File: config.mk
export PLATFORM = sky130hd
export DESIGN_NAME = buck_command_limits_regs
export DESIGN_NICKNAME = d
export VERILOG_FILES = /design/src/buck_regs_pkg.sv /design/src/buck_command_limits_regs.sv
export VERILOG_INCLUDE_DIRS = /design/src /design/src/src
export SDC_FILE = /design/constraint.sdc
export NUM_CORES = 1
export LEC_CHECK = 0
export BUFFER_PORTS_ARGS = -buffer_cell sky130_fd_sc_hd__clkbuf_2
export CAP_MARGIN = 0
export CORE_ASPECT_RATIO = 1.5
export CORE_MARGIN = 5
export CORE_UTILIZATION = 51
export CTS_BUF_LIST = sky130_fd_sc_hd__clkbuf_2
export DETAILED_ROUTE_END_ITERATION = 10
export HOLD_SLACK_MARGIN = 0.02
export PLACE_DENSITY = 0.78
export SLEW_MARGIN = 10
export SYNTH_ARGS = -nofsm -noshare
export SYNTH_HDL_FRONTEND = slang
export SYNTH_SLANG_ARGS = --single-unit
File: constraint.sdc
create_clock -name clk_sys -period 3.55 [get_ports clk_sys]
set_input_delay 0.71 -clock clk_sys [delete_from_list [all_inputs] [get_ports clk_sys]]
set_output_delay 0.71 -clock clk_sys [all_outputs]
set_load 0.01 [all_outputs]
File: src/buck_regs_defines.svh
`ifndef BUCK_REGS_DEFINES_SVH
`define BUCK_REGS_DEFINES_SVH
`define ADDR_MODE_CONTROL   8'h14
`define ADDR_LIMITS_CONFIG  8'h16
`define ADDR_LEVEL_SEL_LOW  8'h11
`define MODE_GATING_BIT     0
`define MODE_RAMP_BIT       5
`define MODE_SIGHIGH_BIT    6
`define MODE_SIGLOW_BIT     7
`define LIM_AUTO_RESTART_AFTER_FAULT_BIT       0
`define LIM_RSTIND_BIT      1
`define LIM_FORCE_BIT       2
`define LIM_TWARN_LSB       4
`define LIM_INDUCTOR_CURRENT_LIMIT_LSB       6
`define MODE_CONTROL_RESET  8'h00
`define LIMITS_CONFIG_RESET 8'h02
`define LEVEL_SEL_LOW_RESET 8'h00
`define MODE_CONTROL_MASK   8'hE1
`define LIMITS_CONFIG_MASK  8'hF7
`define TWARN_83C           8'd83
`define TWARN_94C           8'd94
`define TWARN_105C          8'd105
`define TWARN_116C          8'd116
`define INDUCTOR_CURRENT_LIMIT_5200MA        13'd5200
`define INDUCTOR_CURRENT_LIMIT_5800MA        13'd5800
`define INDUCTOR_CURRENT_LIMIT_6200MA        13'd6200
`define INDUCTOR_CURRENT_LIMIT_6800MA        13'd6800
`define LEVEL_BASE_UV       21'd600000
`define LEVEL_STEP_UV       21'd6250
`endif

File: src/buck_regs_pkg.sv
package buck_regs_pkg;
  typedef struct packed {
    logic       writeEn;
    logic [7:0] addr;
    logic [7:0] wdata;
  } reg_req_t;
  typedef struct packed {
    logic       forcedPwm;
    logic       autoRestart;
    logic [7:0] warnTempC;
    logic [12:0] ipeakMa;
    logic [20:0] levelUv;
    logic       levelFromCode;
  } ctrl_out_t;
endpackage

File: src/buck_command_limits_regs.sv
`timescale 1ns/100ps
`default_nettype none
`include "buck_regs_defines.svh"
module buck_command_limits_regs (
  input  wire logic                     clk_sys,      // 10 MHz system clock
  input  wire logic                     rstn,         // Async reset, active low
  input  wire buck_regs_pkg::reg_req_t  req,          // Register access from I2C
  output var  logic [7:0]               rdata,        // Read data of addressed register
  input  wire logic                     modeSignal,   // Internal mode signal
  input  wire logic                     rampActive,   // Voltage ramp in progress
  input  wire logic                     selectPin,    // Voltage select pin level
  input  wire logic                     faultEvent,   // Thermal shutdown or short circuit pulse
  input  wire logic [7:0]               dieTempC,     // Sensed die temperature
  output var  buck_regs_pkg::ctrl_out_t ctrl,         // Decoded controls
  output var  logic                     restartPulse, // Start new power-up sequence
  output var  logic                     thermalWarn   // Pre-warning flag
);
  import buck_regs_pkg::*;

  logic [7:0] modeCtl_r;
  logic [7:0] limits_r;
  logic [7:0] levelLow_r;
  logic       force_register_reset;

  function automatic logic [7:0] warnTemp(input logic [1:0] code);
    unique case (code)
      2'b00: warnTemp = `TWARN_83C;
      2'b01: warnTemp = `TWARN_94C;
      2'b10: warnTemp = `TWARN_105C;
      2'b11: warnTemp = `TWARN_116C;
    endcase
  endfunction

  function automatic logic [12:0] inductor_current_limit(input logic [1:0] code);
    unique case (code)
      2'b00: inductor_current_limit = `INDUCTOR_CURRENT_LIMIT_5200MA;
      2'b01: inductor_current_limit = `INDUCTOR_CURRENT_LIMIT_5800MA;
      2'b10: inductor_current_limit = `INDUCTOR_CURRENT_LIMIT_6200MA;
      2'b11: inductor_current_limit = `INDUCTOR_CURRENT_LIMIT_6800MA;
    endcase
  endfunction

  // Force-reset is never stored, so it reads back 0 and acts as a one-shot
  assign force_register_reset = req.writeEn && (req.addr == `ADDR_LIMITS_CONFIG)
                    && req.wdata[`LIM_FORCE_BIT];

  always_ff @(posedge clk_sys or negedge rstn) begin
    if (!rstn) begin
      modeCtl_r <= `MODE_CONTROL_RESET;
    end else if (force_register_reset) begin
      modeCtl_r <= `MODE_CONTROL_RESET;
    end else if (req.writeEn && req.addr == `ADDR_MODE_CONTROL) begin
      modeCtl_r <= req.wdata & `MODE_CONTROL_MASK;
    end
  end

  always_ff @(posedge clk_sys or negedge rstn) begin
    if (!rstn) begin
      levelLow_r <= `LEVEL_SEL_LOW_RESET;
    end else if (force_register_reset) begin
      levelLow_r <= `LEVEL_SEL_LOW_RESET;
    end else if (req.writeEn && req.addr == `ADDR_LEVEL_SEL_LOW) begin
      levelLow_r <= req.wdata;
    end
  end

  // Reset value carries the indicator at 1; host writes 0 to acknowledge
  always_ff @(posedge clk_sys or negedge rstn) begin
    if (!rstn) begin
      limits_r <= `LIMITS_CONFIG_RESET;
    end else if (force_register_reset) begin
      limits_r <= `LIMITS_CONFIG_RESET;
    end else if (req.writeEn && req.addr == `ADDR_LIMITS_CONFIG) begin
      limits_r <= req.wdata & `LIMITS_CONFIG_MASK & ~(8'h01 << `LIM_FORCE_BIT);
    end
  end

  always_ff @(posedge clk_sys or negedge rstn) begin
    if (!rstn) begin
      rdata <= 8'h00;
    end else begin
      unique case (req.addr)
        `ADDR_MODE_CONTROL:  rdata <= modeCtl_r;
        `ADDR_LIMITS_CONFIG: rdata <= limits_r;
        `ADDR_LEVEL_SEL_LOW: rdata <= levelLow_r;
        default:             rdata <= 8'h00;
      endcase
    end
  end

  always_ff @(posedge clk_sys or negedge rstn) begin
    if (!rstn) begin
      ctrl <= '0;
    end else begin
      if (rampActive) begin
        ctrl.forcedPwm <= modeCtl_r[`MODE_RAMP_BIT];
      end else if (modeSignal) begin
        ctrl.forcedPwm <= modeCtl_r[`MODE_SIGHIGH_BIT];
      end else begin
        ctrl.forcedPwm <= modeCtl_r[`MODE_SIGLOW_BIT];
      end
      ctrl.autoRestart   <= limits_r[`LIM_AUTO_RESTART_AFTER_FAULT_BIT];
      ctrl.warnTempC     <= warnTemp(limits_r[`LIM_TWARN_LSB +: 2]);
      ctrl.ipeakMa       <= inductor_current_limit(limits_r[`LIM_INDUCTOR_CURRENT_LIMIT_LSB +: 2]);
      ctrl.levelFromCode <= modeCtl_r[`MODE_GATING_BIT] && !selectPin;
      ctrl.levelUv       <= `LEVEL_BASE_UV + 21'(levelLow_r[6:0]) * `LEVEL_STEP_UV;
    end
  end

  // Restart keeps programmed registers; only a pulse goes to the sequencer
  always_ff @(posedge clk_sys or negedge rstn) begin
    if (!rstn) begin
      restartPulse <= 1'b0;
    end else begin
      restartPulse <= faultEvent && limits_r[`LIM_AUTO_RESTART_AFTER_FAULT_BIT];
    end
  end

  always_ff @(posedge clk_sys or negedge rstn) begin
    if (!rstn) begin
      thermalWarn <= 1'b0;
    end else begin
      thermalWarn <= dieTempC >= warnTemp(limits_r[`LIM_TWARN_LSB +: 2]);
    end
  end
endmodule
`default_nettype wire

==> reports/metrics.csv, run 1 <==
metric;value;unit
Mapped Area;4070;um^2
GRT Total Usage;0.203;
failing checks;setup timing;
CTS Buf Count;9;
Worst Tran Pin Value;0.550;ns
max-slew violations;0;
die width;83.0;um
RSZ-0062 raised after global routing;true;
final setup fails;9;
HPWL after detailed placement;7.27;mm
leading post-synthesis cells by cell area;dfrtp_1 (39%), ha_1 (21%), xor2_1 (3.2%), fa_1 (3.0%), nand2_1 (2.4%);
Slew headroom;0.633;
final WL;10.1;mm
Yosys Warn Count;0;
most frequent cells in the layout;clkbuf_2 (88), buf_4 (67), dfrtp_1 (60);
clk_lat worst skew;0.53;ns
P_leak;2.89;nW
Port Buf Inserts;79;
detailed router's first-iteration violation count;197;
Clock transition at path regs;0.20;ns
peak supply drop;0.282;mV
status;finished, violations left;
largest net degree at the start of global routing;27;
post-synthesis sequential area ratio;0.394;
worst setup slack after layout;-0.368;ns
non-filler cells, final;641;
Worst Path Max Fanout;4;
global route overflow;0;
Post-Route M1 WL;3.50;mm
Top FF cell, synth;dfrtp_1;
critical path arrival;4.32;ns
Num Clock Sinks;64;
FMAX;255;MHz
Yosys top cell area share;0.387;
Final Wtd Congestion;0.911;
DRC viols;0;
io pins;86;
final hold violations;0;
met2 routed WL;5.67;mm
FF-to-FF Start;levelLow_r[2];
Layout Nets;635;
most common cell after layout, fill and taps aside;clkbuf_2;
Setup crit start kind;register;
Starting Density;0.515;
Site Rows;40;
CP endpoint kind;register;
number of flops mapped to enable cells by yosys;0;
Critical Path Start;levelLow_r[2];
hold crit path type;primary input to asynchronous set/reset pin;
Core Region;7910;um^2
synth unique cells;57;
post-synth top area cell;dfrtp_1;
htree depth;3;
Post-Place Worst Slack;-0.304;ns
final clock skew;0.0291;ns
Period minus WS final;3.92;ns
Max clock buf depth;2;
Inst Count DP;605;
CP Data Required Time;3.95;ns
share of post-route cells with drive strength above 1;0.434;
cells after synthesis;377;
CTS Root Cell;clkbuf_2;
Async SR Flop Fraction;1.00;
Max-Cap Viols;0;
post-route clock period utilization;1.10;
number of global-route vias before repair;3692;
DR vias;3432;
DR pass1 iterations;4;
Syn Area/Cell;10.8;um^2
Worst Setup Path Type;register to register;
#FFs+latches synth;64;
CTS tree;yes;
Power Density;346;nW/um^2
Area growth syn-to-layout;38.0;%
Top Metal Used;met4;
Final ANT Viol Nets;0;
Die ar.;9910;um^2
wire per inst;15.7;um
metal3 WL;543;um
Via-to-Cell Ratio;5.35;
die height;119;um
initial antenna violation count;1;
first-pass GRT wire length;16.3;mm
## final cells by class
cell class | instances | area [um^2]
antenna | 1 | 2.50
clock buffer | 9 | 45.0
clock inverter | 7 | 70.1
fill | 591 | 2290
inverter | 25 | 93.8
multi-input combinational | 278 | 2700
sequential | 64 | 1610
tap | 105 | 131
timing repair buffer | 152 | 966
## critical path, cell delays in order (launching register included)
cell and delay, ns:
dfrtp_2 0.48, buf_6 0.13, ha_4 0.27, ha_4 0.20, fa_1 0.55, ha_4 0.21, ha_4 0.16, a311o_1 0.37
a31oi_4 0.33, xor2_2 0.22, nand4b_1 0.22, a31oi_4 0.29, o21bai_4 0.09, buf_4 0.13, xor2_1 0.13
## path summary, 6_finish.rpt
kind / to / slack, ns / cells after the start
worst max register to register: ctrl[18] / -0.37 / 14
worst max-delay path: ctrl[18] / -0.37 / 14
worst min register to register: ctrl[43] / 0.48 / 0
max in group asynchronous: limits_r[1] / 2.67 / 2
min in group clk_sys: ctrl[0] / 0.33 / 2
worst min-delay path: ctrl[26] / 0.11 / 1
## synth_stat cells, types with 4 or more instances
| master | instances |
|---|---|
| nand3_1 | 12 |
| inv_1 | 25 |
| xor2_1 | 15 |
| ha_1 | 68 |
| xnor2_1 | 10 |
| a21oi_1 | 17 |
| clkbuf_1 | 5 |
| nor2_1 | 13 |
| buf_4 | 9 |
| mux2i_1 | 5 |
| nand2_1 | 26 |
| a21o_1 | 7 |
| o21bai_1 | 5 |
| or2_2 | 6 |
| and2_1 | 5 |
| dfrtp_1 | 63 |
| a22o_1 | 4 |
| fa_1 | 6 |
| nand2b_1 | 4 |
| o21ai_0 | 15 |
## per-stage QoR
step / total power, mW / area [um^2] / utilization / setup TNS [ns] / hold WS, ns
finish: 1.94 / 5620 / 0.711 / -1.99 / 0.114
global route: 2.05 / 5620 / 0.711 / -2.93 / 0.149
CTS: 1.93 / 5510 / 0.697 / -1.84 / 0.104
detailed placement: 1.43 / 5140 / 0.650 / -1.65 / 0.425
global placement: 1.41 / 5140 / 0.650 / -1.29 / 0.411
floorplan: 1.17 / 4310 / - / -0.576 / 0.386
## power breakdown
group | total, mW | switching (mW) | internal (mW)
logic | 0.662 | 0.325 | 0.337
clock network | 0.451 | 0.291 | 0.160
registers | 0.830 | 0.0303 | 0.799
total | 1.94 | 0.646 | 1.30
## cells by family (layout without fill, tap and decap cells)
group	Yosys count	count (layout)	synth area share
and+or+nand+nor	92	92	0.120
adders and majority gates	74	74	0.238
AOI/OAI and AO/OA	74	74	0.130
DFF	64	64	0.394
buffers and inverters	40	193	0.0455
xor gates and xnor gates	26	26	0.0578
muxes	5	5	0.0123
other	2	8	0.00184
## layer usage
layer | GRT usage | vias up
met3 | 0.0429 | 42
met2 | 0.386 | 118
li1 | - | 1615
met5 | 0 | -
met4 | 0.120 | 0
met1 | 0.199 | 1657
## sequential cells by signal, summed over array words and instances (netlist names)
name,flops
ctrl,36
levelLow_r,8
limits_r,6
modeCtl_r,4
rdata,8
restartPulse,1
thermalWarn,1
## what timing repair did
action / CTS / global route
pin swaps: 28 / 23
hold buffers: 0 / 0
buffers inserted: 17 / 4
endpoints found under the setup margin: 10 / 11
gates resized for setup: 16 / 18
Note: power is estimated with default switching activity, not from simulation.
==> run 2, diff against run 1 <==
--- a/config.mk
+++ b/config.mk
@@ -6,15 +6,16 @@
 export SDC_FILE = /design/constraint.sdc
 export NUM_CORES = 1
 export LEC_CHECK = 0
+export ABC_AREA = 1
 export BUFFER_PORTS_ARGS = -buffer_cell sky130_fd_sc_hd__clkbuf_2
 export CAP_MARGIN = 0
 export CORE_ASPECT_RATIO = 1.5
 export CORE_MARGIN = 5
-export CORE_UTILIZATION = 51
+export CORE_UTILIZATION = 52
 export CTS_BUF_LIST = sky130_fd_sc_hd__clkbuf_2
 export DETAILED_ROUTE_END_ITERATION = 10
 export HOLD_SLACK_MARGIN = 0.02
-export PLACE_DENSITY = 0.78
+export PLACE_DENSITY = 0.79
 export SLEW_MARGIN = 10
 export SYNTH_ARGS = -nofsm -noshare
 export SYNTH_HDL_FRONTEND = slang
==> run 2 against run 1 <==
Against the previous run:
- the flow now finishes without violations
- final cell count increased by 16%
- global-route usage shrank 0.13 points
- sequential share of layout area shrank 0.35 points
- highest routed layer unchanged
- total power grew 92%
- critical path type unchanged
- critical endpoint is now ctrl[20]
==> reports/metrics.csv, run 2 <==
metric;value;unit
Worst Path Max Fanout;5;
Yosys top cell area share;0.356;
largest net degree at the start of global routing;65;
status;finished, final reports clean;
final setup fails;0;
Setup crit start kind;register;
area post-placement;5020;um^2
final hold violations;0;
number of flip-flops in the largest register;36;
hold crit path type;primary input to register;
Syn Area/Cell;8.52;um^2
Yosys Warn Count;0;
RSZ-0062 raised after global routing;true;
Num Clock Sinks;64;
CTS Buf Count;9;
die width;85.4;um
ant diodes;0;
final design instance area without fill;5690;um^2
share of post-route cells with drive strength above 1;0.390;
Core Region;8360;um^2
peak supply drop;0.662;mV
Layout Nets;734;
Area growth syn-to-layout;28.5;%
Most common cell on crit path;nand2_2;
detailed router's first-iteration violation count;156;
Top FF cell, synth;dfrtp_1;
first-pass GRT wire length;16.7;mm
Slowest-stage cell, CP;dfrtp_2;
DR pass1 iterations;4;
HPWL after detailed placement;8.12;mm
biggest regs;ctrl (36), levelLow_r (8), rdata (8);
max-slew violations;0;
Via-to-Cell Ratio;5.09;
Final Wtd Congestion;0.924;
Slew headroom;0.459;
final WL;10.9;mm
Biggest register;ctrl;
Die ar.;10500;um^2
htree depth;3;
Final ANT Viol Nets;0;
Clock transition at path regs;0.18;ns
cells after synthesis;520;
number of global-route vias before repair;3853;
sequence of cells on the critical path;ha_4 > xor2_2 > ha_2 > a21o_1 > fa_1 > ha_4 > ha_4 > nand2_2 > inv_1 > a21oi_2 > nand2_2 > nand2_2 > nand2_2 > nor2_4 > nand2_4 > nor2_4 > nand3_2 > nand3_1 > nand2_1;
synth unique cells;38;
die height;123;um
CTS Hold Buffers Added;0;
clk_lat worst skew;0.53;ns
Period minus WS final;3.48;ns
Port Buf Inserts;79;
#FFs+latches synth;64;
P_leak;3.07;nW
Site Rows;41;
final clock skew;0.0226;ns
leading post-synthesis cells by cell area;dfrtp_1 (36%), ha_1 (19%), nand2_1 (11%), inv_1 (6.2%), nand2_2 (2.8%);
Power Density;656;nW/um^2
Max-Cap Viols;0;
io pins;86;
DRC viols;0;
DR vias;3770;
FMAX;288;MHz
number of flops mapped to enable cells by yosys;0;
CTS Root Cell;clkbuf_2;
CTS tree;yes;
GRT Total Usage;0.202;
Post-synth top cells;nand2_1 (130), inv_1 (73), ha_1 (68);
most common cell after layout, fill and taps aside;nand2_1;
largest stage delay on the critical path;0.53;ns
initial antenna violation count;0;
critical path arrival;3.92;ns
wire per inst;14.7;um
Fillers;656;
post-synth top area cell;dfrtp_1;
post-synthesis sequential area ratio;0.362;
CP Data Required Time;3.99;ns
Mapped Area;4430;um^2
CP endpoint kind;register;
worst setup slack after layout;0.0747;ns
post-route clock period utilization;0.979;
Worst Tran Pin Value;0.811;ns
Async SR Flop Fraction;1.00;
most numerous cell in the Yosys netlist;nand2_1;
Worst Setup Path Type;register to register;
global route overflow;0;
most frequent cells in the layout;nand2_1 (110), clkbuf_2 (89), inv_1 (69);
Post-Place Worst Slack;-0.112;ns
Starting Density;0.530;
Max clock buf depth;2;
run 2: path summary, 6_finish.rpt:
path	from	end	slack [ns]	cells after the start
setup / recovery	levelLow_r[6]	ctrl[20]	0.07	19
max in group asynchronous	rstn	levelLow_r[1]	2.64	2
hold / removal	selectPin	ctrl[0]	0.31	2
min in group asynchronous	rstn	limits_r[4]	0.32	2
hold reg to reg	limits_r[1]	limits_r[1]	0.51	2
setup reg to reg	levelLow_r[6]	ctrl[20]	0.07	19
run 2: critical path: cells and delay by family, from the launching register on:
kind / cells / cell delay, ns
compound gates: 2 / 0.35
xor+xnor: 1 / 0.14
fa+ha+maj: 5 / 1.36
buf+inv: 1 / 0.07
flops: 1 / 0.53
simple gates: 10 / 0.94
run 2: metrics by stage:
| step | total power, mW | instances | utilization | setup TNS (ns) | hold slack [ns] |
|---|---|---|---|---|---|
| 6_report | 3.74 | 741 | 0.681 | 0 | 0.314 |
| 5_1_grt | 4.05 | 741 | 0.681 | -0.258 | 0.303 |
| 4_1_cts | 3.32 | 736 | 0.629 | 0 | 0.305 |
| 3_5_place_dp | 2.67 | 716 | 0.600 | -0.410 | 0.456 |
| 3_3_place_gp | 2.61 | 716 | 0.600 | 0 | 0.455 |
| 2_1_floorplan | 2.14 | 525 | - | 0 | 0.394 |
run 2: routing by layer:
| layer | share of wire | up-vias | global-route usage |
|---|---|---|---|
| li1 | - | 1851 | - |
| met1 | 0.35 | 1788 | 0.205 |
| met2 | 0.56 | 103 | 0.397 |
| met3 | 0.048 | 28 | 0.0360 |
| met4 | 0.036 | 0 | 0.0861 |
| met5 | 0 | - | 0 |
run 2: power by group:
part           switching [mW]  total, mW  internal (mW)
Clock                   0.284      0.516          0.233
Sequential             0.0524      0.912          0.859
Combinational            1.33       2.31          0.979
Total                    1.67       3.74           2.07
run 2: timing repair:
action	4_1_cts	5_1_grt
endpoints found under the setup margin	7	9
gates resized for setup	9	81
pin swaps	1	37
buffers inserted	4	5
run 2: layout make-up:
class                      instances  area, um^2  area share
timing repair buffer             103         576       0.101
multi-input combinational        370        2940       0.516
inverter                          81         304      0.0534
clock buffer                      10        50.0     0.00879
tap                              107         134      0.0235
sequential                        64        1610       0.282
clock inverter                     6        83.8      0.0147
run 2: cell families (layout without fill, tap and decap cells):
| family | after synthesis | in the layout | synth area share |
|---|---|---|---|
| buffers and inverters | 91 | 200 | 0.0850 |
| and+or+nand+nor | 232 | 232 | 0.246 |
| adders and majority gates | 74 | 74 | 0.219 |
| other | 2 | 7 | 0.00170 |
| AOI/OAI and AO/OA | 44 | 44 | 0.0604 |
| DFF | 64 | 64 | 0.362 |
| xor gates and xnor gates | 13 | 13 | 0.0257 |
